File: src/inc/wwd_pkg.sv
// Constants, types and helpers shared by the window watchdog design files.
// Behaviour
// - Timeout length comes from the low six counter bits, the programmed count.
// - Timebase select picks prescaler phase pair: 4/59, 8/53, 20/35, 49/54.
// - Minimum timeout: (phase+128)*64 base, 16384 per count, some steps (192+phase)*64.
// - Maximum timeout: 16384 base plus 16384 per count, same short-step adjustment.
// - All divisions in the timeout arithmetic truncate toward the lower integer.
// - Wait mode leaves the watchdog untouched; the downcounter keeps decrementing.
// - Plain halt: counter decrements once, then stops, no reset until wakeup.
// - Wakeup from halt by interrupt resumes counting after 256 or 4096 clocks.
// - Reset out of halt leaves watchdog disabled unless hardware option set.
// - Halt with halt-reset option and no oscillator interrupt causes a reset.
// - Halt with oscillator interrupt enabled enters active halt; counting stops.
// - In active halt an oscillator or external interrupt restarts counting at once.
// - In active halt a reset restarts counting after 256 or 4096 clocks.
// - Hardware option keeps the watchdog always active, activation bit ignored.
// - Active watchdog resets when the counter rolls from 40h to 3Fh.
// - Active or activating reload while the counter exceeds the window value causes a reset.
// - Software activation bit stays set until a reset clears it.
package wwd_pkg;
	// Clock and oscillator timing.
	localparam int unsigned CLK_PERIOD_NS = 10;
	localparam int unsigned OSC2_PERIOD_NS = 125;
	localparam int unsigned OSC_DIV = (OSC2_PERIOD_NS + CLK_PERIOD_NS - 1) / CLK_PERIOD_NS;
	localparam logic [3:0] OSC_DIV_LAST = 4'(OSC_DIV - 1);
	// Prescaler: a full step is 256 units, a short step 192 plus phase units.
	localparam int unsigned PRESC_UNIT_DEF = 64;
	localparam int unsigned FULL_MULT = 256;
	localparam int unsigned SHORT_MULT_BASE = 192;
	localparam logic [6:0] STEP_INC = 7'h04;
	// Startup delay after wakeup or reset, in CPU clocks.
	localparam int unsigned STARTUP_SHORT = 256;
	localparam int unsigned STARTUP_LONG = 4096;
	localparam logic [12:0] STARTUP_SHORT_LAST = 13'(STARTUP_SHORT - 1);
	localparam logic [12:0] STARTUP_LONG_LAST = 13'(STARTUP_LONG - 1);
	// Register indices; the byte address is four times the index.
	localparam logic [15:0] IDX_CONTROL = 16'h002A;
	localparam logic [15:0] IDX_WINDOW = 16'h002B;
	localparam logic [15:0] IDX_STATUS = 16'h002C;
	// Field layout and reset values.
	localparam int unsigned ACT_BIT = 7;
	localparam int unsigned GUARD_BIT = 6;
	localparam logic [7:0] CTRL_RST = 8'h7F;
	localparam logic [6:0] WIN_RST = 7'h7F;
	localparam logic [5:0] COUNT_ZERO = 6'h00;
	// Status register bit positions.
	localparam int unsigned ST_ACTIVE = 0;
	localparam int unsigned ST_RUN = 1;
	localparam int unsigned ST_HALTED = 2;
	localparam int unsigned ST_STARTUP = 3;
	localparam int unsigned ST_HW_OPT = 4;
	localparam int unsigned ST_HALT_RST = 5;
	localparam int unsigned ST_LONG = 6;

	typedef enum logic [2:0] {
		MODE_RUN,
		MODE_HALT_ONE,
		MODE_HALTED,
		MODE_ACT_HALT,
		MODE_STARTUP
	} wwd_mode_t;

	function automatic logic [15:0] reg_addr(input logic [15:0] idx);
		return {idx[13:0], 2'b00};
	endfunction

	// Upper phase value per timebase (4, 8, 20, 49).
	function automatic logic [5:0] tb_msb(input logic [1:0] tb);
		unique case (tb)
			2'b00: return 6'h04;
			2'b01: return 6'h08;
			2'b10: return 6'h14;
			2'b11: return 6'h31;
		endcase
	endfunction

	// Lower phase value per timebase (59, 53, 35, 54).
	function automatic logic [5:0] tb_lsb(input logic [1:0] tb);
		unique case (tb)
			2'b00: return 6'h3B;
			2'b01: return 6'h35;
			2'b10: return 6'h23;
			2'b11: return 6'h36;
		endcase
	endfunction
endpackage

File: src/hw/wwd_presc.sv
// Free-running oscillator divider and watchdog prescaler.
`timescale 1ns/1ns
module wwd_presc #(
	parameter int unsigned PRESC_UNIT = wwd_pkg::PRESC_UNIT_DEF
) (
	// Clock and reset.
	input wire logic clk_sys,
	input wire logic reset,
	// Control.
	input wire logic [1:0] timebase_select,
	input wire logic restart,
	// Decrement strobe.
	output logic dec_tick
);
	import wwd_pkg::*;

	typedef struct packed {
		logic [3:0] div;
		logic [14:0] cnt;
		logic [6:0] acc;
		logic tick;
	} wwd_presc_st_t;

	wwd_presc_st_t s_q;
	wwd_presc_st_t s_d;
	logic osc_tick;
	logic step_short;
	logic [6:0] acc_next;
	logic [6:0] msb7;
	logic [14:0] last;

	function automatic logic [14:0] period_last(input logic shrt, input logic [5:0] lsb);
		int unsigned mult;
		mult = shrt ? SHORT_MULT_BASE + int'(lsb) : FULL_MULT;
		return 15'(mult * PRESC_UNIT - 1);
	endfunction

	always_comb begin
		s_d = s_q;
		osc_tick = (s_q.div == OSC_DIV_LAST);
		msb7 = {1'b0, tb_msb(timebase_select)};
		// The accumulator tracks floor(4*steps/msb) with no divider: a step is
		// short each time the running quotient advances.
		acc_next = s_q.acc + STEP_INC;
		step_short = (acc_next >= msb7);
		last = period_last(step_short, tb_lsb(timebase_select));
		s_d.tick = 1'b0;
		s_d.div = osc_tick ? 4'h0 : s_q.div + 4'h1;
		if (osc_tick) begin
			// The phase is never cleared by a write, hence the min/max spread.
			if (s_q.cnt >= last) begin
				s_d.cnt = 15'h0000;
				s_d.tick = 1'b1;
				s_d.acc = step_short ? acc_next - msb7 : acc_next;
			end else begin
				s_d.cnt = s_q.cnt + 15'h0001;
			end
		end
		if (restart) begin
			s_d.acc = 7'h00;
		end
		if (reset) begin
			s_d = '0;
		end
	end

	always_ff @(posedge clk_sys) begin
		s_q <= s_d;
	end

	assign dec_tick = s_q.tick;
endmodule // wwd_presc

File: src/hw/wwd_apb.sv
// APB slave front end for the watchdog registers.
`timescale 1ns/1ns
module wwd_apb (
	// Clock and reset.
	input wire logic clk_sys,
	input wire logic reset,
	// APB.
	input wire logic psel,
	input wire logic penable,
	input wire logic pwrite,
	input wire logic [15:0] paddr,
	input wire logic [31:0] pwdata,
	output logic [31:0] prdata,
	output logic pready,
	output logic pslverr,
	// Register side.
	output logic wr_ctrl,
	output logic wr_win,
	output logic [7:0] wdata,
	input wire logic [7:0] ctrl_rd,
	input wire logic [7:0] win_rd,
	input wire logic [7:0] stat_rd
);
	import wwd_pkg::*;

	typedef struct packed {
		logic pready;
		logic pslverr;
		logic [7:0] rdata;
	} wwd_apb_st_t;

	wwd_apb_st_t s_q;
	wwd_apb_st_t s_d;
	logic access;

	always_comb begin
		s_d = s_q;
		s_d.pready = 1'b0;
		s_d.pslverr = 1'b0;
		// Read data is captured in the setup cycle so every APB output stays registered
		// with no wait state: pready is high in the first access cycle.
		if (psel && !penable) begin
			s_d.pready = 1'b1;
			if (paddr == reg_addr(IDX_CONTROL)) begin
				s_d.rdata = ctrl_rd;
			end else if (paddr == reg_addr(IDX_WINDOW)) begin
				s_d.rdata = win_rd;
			end else if (paddr == reg_addr(IDX_STATUS)) begin
				s_d.rdata = stat_rd;
			end else begin
				s_d.rdata = 8'h00;
				s_d.pslverr = 1'b1;
			end
		end
		if (reset) begin
			s_d = '0;
		end
	end

	always_ff @(posedge clk_sys) begin
		s_q <= s_d;
	end

	assign access = psel && penable && s_q.pready && pwrite;
	assign wr_ctrl = access && (paddr == reg_addr(IDX_CONTROL));
	assign wr_win = access && (paddr == reg_addr(IDX_WINDOW));
	assign wdata = pwdata[7:0];
	assign prdata = {24'h00_0000, s_q.rdata};
	assign pready = s_q.pready;
	assign pslverr = s_q.pslverr;
endmodule // wwd_apb

File: src/hw/wwd_top.sv
// Window watchdog core: downcounter, window check, low-power modes, register bus.
`timescale 1ns/1ns
module wwd_top #(
	parameter int unsigned PRESC_UNIT = wwd_pkg::PRESC_UNIT_DEF
) (
	// Clock and reset.
	input wire logic clk_sys,
	input wire logic reset,
	// APB register bus.
	input wire logic psel,
	input wire logic penable,
	input wire logic pwrite,
	input wire logic [15:0] paddr,
	input wire logic [31:0] pwdata,
	output logic [31:0] prdata,
	output logic pready,
	output logic pslverr,
	// Main clock controller settings.
	input wire logic [1:0] timebase_select,
	input wire logic osc_int_enable,
	// Option straps, caught while reset is held.
	input wire logic hw_watchdog_option,
	input wire logic halt_reset_option,
	input wire logic startup_long_option,
	// CPU power events.
	input wire logic cpu_halt,
	input wire logic ext_irq,
	input wire logic osc_irq,
	// Reset request to the reset controller.
	output logic wd_reset_req
);
	import wwd_pkg::*;

	typedef struct packed {
		logic activation_bit;
		logic [6:0] count;
		logic [6:0] window;
		wwd_mode_t mode;
		logic [12:0] startup_cnt;
		logic hw_opt;
		logic halt_rst_opt;
		logic long_opt;
		logic rst_req;
	} wwd_core_st_t;

	wwd_core_st_t s_q;
	wwd_core_st_t s_d;
	logic dec_tick;
	logic wr_ctrl;
	logic wr_win;
	logic [7:0] wdata;
	logic [7:0] ctrl_rd;
	logic [7:0] win_rd;
	logic [7:0] stat_rd;
	logic active;
	logic act_after_wr;
	logic [5:0] programmed_count;
	logic guard_roll;
	logic [12:0] startup_last;

	wwd_apb u_apb (
		.clk_sys(clk_sys),
		.reset(reset),
		.psel(psel),
		.penable(penable),
		.pwrite(pwrite),
		.paddr(paddr),
		.pwdata(pwdata),
		.prdata(prdata),
		.pready(pready),
		.pslverr(pslverr),
		.wr_ctrl(wr_ctrl),
		.wr_win(wr_win),
		.wdata(wdata),
		.ctrl_rd(ctrl_rd),
		.win_rd(win_rd),
		.stat_rd(stat_rd)
	);

	wwd_presc #(
		.PRESC_UNIT(PRESC_UNIT)
	) u_presc (
		.clk_sys(clk_sys),
		.reset(reset),
		.timebase_select(timebase_select),
		.restart(wr_ctrl),
		.dec_tick(dec_tick)
	);

	assign active = s_q.hw_opt || s_q.activation_bit;
	assign act_after_wr = active || wdata[ACT_BIT];
	assign programmed_count = s_q.count[5:0];
	// The guard bit falls on the decrement taken with the low six bits at zero.
	assign guard_roll = s_q.count[GUARD_BIT] && (programmed_count == COUNT_ZERO);
	assign startup_last = s_q.long_opt ? STARTUP_LONG_LAST : STARTUP_SHORT_LAST;

	assign ctrl_rd = {s_q.activation_bit, s_q.count};
	assign win_rd = {1'b0, s_q.window};

	always_comb begin
		stat_rd = 8'h00;
		stat_rd[ST_ACTIVE] = active;
		stat_rd[ST_RUN] = (s_q.mode == MODE_RUN);
		stat_rd[ST_HALTED] = (s_q.mode == MODE_HALT_ONE) || (s_q.mode == MODE_HALTED)
			|| (s_q.mode == MODE_ACT_HALT);
		stat_rd[ST_STARTUP] = (s_q.mode == MODE_STARTUP);
		stat_rd[ST_HW_OPT] = s_q.hw_opt;
		stat_rd[ST_HALT_RST] = s_q.halt_rst_opt;
		stat_rd[ST_LONG] = s_q.long_opt;
	end

	always_comb begin
		s_d = s_q;
		s_d.rst_req = 1'b0;
		// Slow and wait modes only change the CPU clock; this counter runs from the
		// oscillator prescaler, so nothing here looks at them.
		unique case (s_q.mode)
			MODE_RUN: begin
				if (dec_tick) begin
					s_d.count = s_q.count - 7'h01;
					if (guard_roll && active) begin
						s_d.rst_req = 1'b1;
					end
				end
				if (cpu_halt) begin
					if (osc_int_enable) begin
						s_d.mode = MODE_ACT_HALT;
					end else if (s_q.halt_rst_opt) begin
						s_d.rst_req = 1'b1;
					end else begin
						s_d.mode = MODE_HALT_ONE;
					end
				end
			end
			MODE_HALT_ONE: begin
				// One last decrement, with its reset suppressed since the part is halted.
				if (dec_tick) begin
					s_d.count = s_q.count - 7'h01;
					s_d.mode = MODE_HALTED;
				end
			end
			MODE_HALTED: begin
				if (ext_irq) begin
					s_d.mode = MODE_STARTUP;
					s_d.startup_cnt = 13'h0000;
				end
			end
			MODE_ACT_HALT: begin
				if (osc_irq || ext_irq) begin
					s_d.mode = MODE_RUN;
				end
			end
			MODE_STARTUP: begin
				if (s_q.startup_cnt == startup_last) begin
					s_d.mode = MODE_RUN;
				end else begin
					s_d.startup_cnt = s_q.startup_cnt + 13'h0001;
				end
			end
		endcase
		// A reload overrides a decrement taken in the same cycle.
		if (wr_ctrl) begin
			s_d.count = wdata[6:0];
			s_d.activation_bit = s_q.activation_bit || wdata[ACT_BIT];
			if (act_after_wr && (s_q.count > s_q.window)) begin
				s_d.rst_req = 1'b1;
			end
			if (act_after_wr && !wdata[GUARD_BIT]) begin
				s_d.rst_req = 1'b1;
			end
		end
		if (wr_win) begin
			s_d.window = wdata[6:0];
		end
		if (reset) begin
			s_d.activation_bit = CTRL_RST[ACT_BIT];
			s_d.count = CTRL_RST[6:0];
			s_d.window = WIN_RST;
			s_d.mode = MODE_STARTUP;
			s_d.startup_cnt = 13'h0000;
			s_d.rst_req = 1'b0;
			// Straps are sampled on every clocked edge while reset is held.
			s_d.hw_opt = hw_watchdog_option;
			s_d.halt_rst_opt = halt_reset_option;
			s_d.long_opt = startup_long_option;
		end
	end

	always_ff @(posedge clk_sys) begin
		s_q <= s_d;
	end

	// The block has no interrupt; the reset request is its only system effect.
	assign wd_reset_req = s_q.rst_req;
endmodule // wwd_top

File: config.mk
export PLATFORM = sky130hd
export DESIGN_NAME = wwd_top
export DESIGN_NICKNAME = d
export VERILOG_FILES = /design/src/inc/wwd_pkg.sv /design/src/hw/wwd_presc.sv /design/src/hw/wwd_apb.sv /design/src/hw/wwd_top.sv
export SDC_FILE = /design/constraint.sdc
export NUM_CORES = 1
export LEC_CHECK = 0
export ABC_CLOCK_PERIOD_IN_PS = 5800
export BUFFER_PORTS_ARGS = -buffer_cell sky130_fd_sc_hd__buf_4
export CAP_MARGIN = 5
export CORE_ASPECT_RATIO = 0.9
export CORE_MARGIN = 1.5
export CORE_UTILIZATION = 47
export DETAILED_ROUTE_END_ITERATION = 8
export HOLD_SLACK_MARGIN = 0.03
export PLACE_DENSITY = 0.69
export SETUP_SLACK_MARGIN = 0.3
export SLEW_MARGIN = 25
export SYNTH_ARGS = -nofsm -noshare
export SYNTH_HDL_FRONTEND = slang
export SYNTH_SLANG_ARGS = --single-unit
File: constraint.sdc
create_clock -name clk_sys -period 5.8 [get_ports clk_sys]
set_clock_uncertainty 0.05 [all_clocks]
set_input_delay 0.87 -clock clk_sys [delete_from_list [all_inputs] [get_ports clk_sys]]
set_output_delay 0.87 -clock clk_sys [all_outputs]
set_load 0.01 [all_outputs]
==> run_results.csv <==
group,metric,value,unit
status,status,"complete, no violations",
timing,tns,0,ps
clocking,cts_tree,"yes",
run,max-cap-violations,0,
power,finalPower,1150,µW
timing,fmaxAchievable,0.213,GHz
synth,syn_inst,519,
clocking,cts_resized,0,
power,leakage,0.00211,µW
timing,hold_violations,0,
global_routing,grt_max_degree,47,
setup_path,path_max_fanout,16,
placed_design,pre_cts_ws,753,ps
floorplan,core_area,9040,µm²
global_routing,grt_usage,20.2,%
floorplan,boundaryPins,97,
timing,layout_min_cycle_time,4680,ps
clocking,htreeDepth,3,
synth,netlist_top_cells_area,"dfxtp_1, ha_1, nor2_1",
drt,routed_wl,9.57,mm
floorplan,die_area,9850,µm²
synth,yosysWarnings,0,
global_routing,antenna_found_initial,0,
placed_design,port_buffers,48,
final_layout,nets,650,
timing,slew_headroom,31.3,%
timing,fin_ws,1120,ps
placed_design,gp_congestion,0.858,
clocking,clkSlewWorstSetupHoldPaths,80,ps
power,cellPowerDensity,235,nW/µm²
worst_hold_path,hold_depth,2,
setup_path,reg2reg_depth,17,
clocking,clk_path_buf_depth,2,
drt,routedWlPerCell,14.0,µm
floorplan,rows,33,
global_routing,grt-ovfl-total,0,
synth,synth_top_area_share,31.7,%
timing,setup_viol_count_final,0,
setup_path,cp.required,5970,ps
final_layout,syn_to_final_growth,12.7,%
timing,whs,421,ps
drt,dr_total_vias,3739,
placed_design,hpwl,6.95,mm
setup_path,path_class,"input port to register",
power,vdd_drop_max,0.000111,V
worst_hold_path,hold_path_class,"register to register",
clocking,root_buffer,"clkbuf_8",
setup_path,worstSetupEndpointType,"register",
floorplan,die-width,104,µm
final_layout,num_antenna_cells,0,
drt,drc_errors,0,
timing,drv_slew,0,
synth,syn_area,4360,µm²
synth,synth-edff-count,3,
final_layout,drive_above_1_share,15.1,%
synth,synthArstFlopShare,0,%
setup_path,cp.arrival,4860,ps
clocking,clk_latency,360,ps
timing,min_period_over_period,80.8,%
drt,drt_iter0_drc,90,
synth,synth-seq-cells,72,
clocking,cts_sinks,72,
clocking,post-cts-setup-buffer-count,0,
drt,vias_per_cell,5.45,
floorplan,start_util,48.2,%
timing,tightest_slew,1020,ps
synth,yosysMostFrequentCell,"dfxtp_1",
synth,synth_common_cells,"dfxtp_1, nor2_1, a21oi_1",
timing,rsz0062_at_grt,"no",
synth,yosysSeqAreaShare,33.8,%
global_routing,grt_first_pass_wirelength,15.9,mm
global_routing,grt_pass1_vias,3502,
worst_hold_path,hp-start,"u_apb.prdata[7]",
drt,drtAntennaViolNets,0,
synth,synthFlopType,"dfxtp_1",
synth,yosysTopAreaCell,"dfxtp_1",
setup_path,r2r_slack,1120,ps
floorplan,die_h,94.3,µm
clocking,cts-buffers-inserted,9,
setup_path,r2r-end,"u_presc.s_q[19]",
worst_hold_path,min_to,"u_apb.prdata[7]",
drt,drtPass1Iterations,5,
setup_path,r2r_start,"u_presc.s_q[3]",
synth,yosysUniqueCellTypes,64,
synth,synth.avg_cell_area,8.39,µm²
clocking,holdBufCountCts,0,
setup_path,start_kind,"input port",
==> state kept, by name, summed over array words and instances (netlist names) <==
name and count:
s_q 26, u_presc.s_q 26, ctrl_rd 8, u_apb.prdata 8, u_apb.pready 1, u_apb.pslverr 1, u_presc.dec_tick 1, wd_reset_req 1
==> worst max-delay path, cell delays in order <==
cell and delay [ps]:
buf_4 130, inv_1 70, nand2_1 80, ha_1 380, nand2_1 80, o221ai_1 270, a31o_2 380, nand2_1 130
ha_1 240, nor2_1 160, inv_1 60, ha_1 300, nand2_1 60, or4_1 500, o211a_1 160, a21oi_2 400
or2_1 470, nor2_1 100
==> cell type report <==
cell class	count	area (µm²)
clock buffers	11	151
clock inverters	5	55.1
fillers	886	4130
inverters	24	90.1
multi-input cells	403	2620
flip-flops and latches	72	1470
well taps	122	153
repair buffers	49	368
==> worst max-delay path by stage <==
stage                      end          startpoint  slack, ps  cells after the start
2_1_floorplan  u_presc.s_q[12]  timebase_select[1]       1200                     20
3_3_place_gp   u_presc.s_q[16]  timebase_select[1]        880                     18
3_5_place_dp   u_presc.s_q[19]  timebase_select[1]        750                     18
4_1_cts        u_presc.s_q[16]      u_presc.s_q[3]       1120                     17
5_1_grt        u_presc.s_q[10]      u_presc.s_q[3]        730                     17
6_report       u_presc.s_q[19]  timebase_select[1]       1120                     18
==> per-stage QoR <==
step	area, µm²	util, %	std cells
after floorplan	4450	-	544
after detailed placement	4700	52.0	670
after CTS	4910	54.3	686
final	4910	54.3	686
after global routing	4910	54.3	686
after global placement	4700	52.0	670
==> metal layers <==
layer	up-vias	share of wire, %	GRT usage [%]
li1	1885	-	-
met1	1765	47	24.2
met2	75	48	35.1
met3	14	3.9	5.55
met4	0	1.7	6.94
met5	-	0	0
==> power by group <==
| group | switching [µW] | internal [µW] | leakage (µW) |
|---|---|---|---|
| Combinational | 110 | 88.5 | 0.00142 |
| Sequential | 24.8 | 518 | 0.000588 |
| Clock | 192 | 220 | 0.000101 |
| Total | 327 | 827 | 0.00211 |
==> cell families (layout without fill, tap and decap cells) <==
kind of cell,after synthesis,in the layout,share of synthesized area (%)
and+or+nand+nor,202,202,24.2
buffers and inverters,69,89,8.33
DFF,72,72,33.8
muxes,5,5,1.32
other,1,26,0.0861
adders and majority gates,29,29,8.33
AOI/OAI and AO/OA,108,108,17.3
xor gates and xnor gates,33,33,6.64
==> placed cells by master, fill, tap and decap left out, types with 4 or more instances in the layout <==
cell	count
nand2b_1	7
a211oi_1	13
o21bai_1	6
o21ai_0	12
a211o_1	10
nor2_1	60
or3_1	5
nor3_1	11
clkbuf_8	11
a21o_1	4
nor3b_1	5
nand4_1	15
nand2_1	30
nand3_1	18
dfxtp_1	69
or2_2	4
xnor2_1	14
nor2b_1	7
buf_4	49
conb_1	26
ha_1	29
inv_1	24
a22oi_1	4
xor2_1	19
and3_1	14
a21oi_1	31
Note: power is estimated with default switching activity, not from simulation.
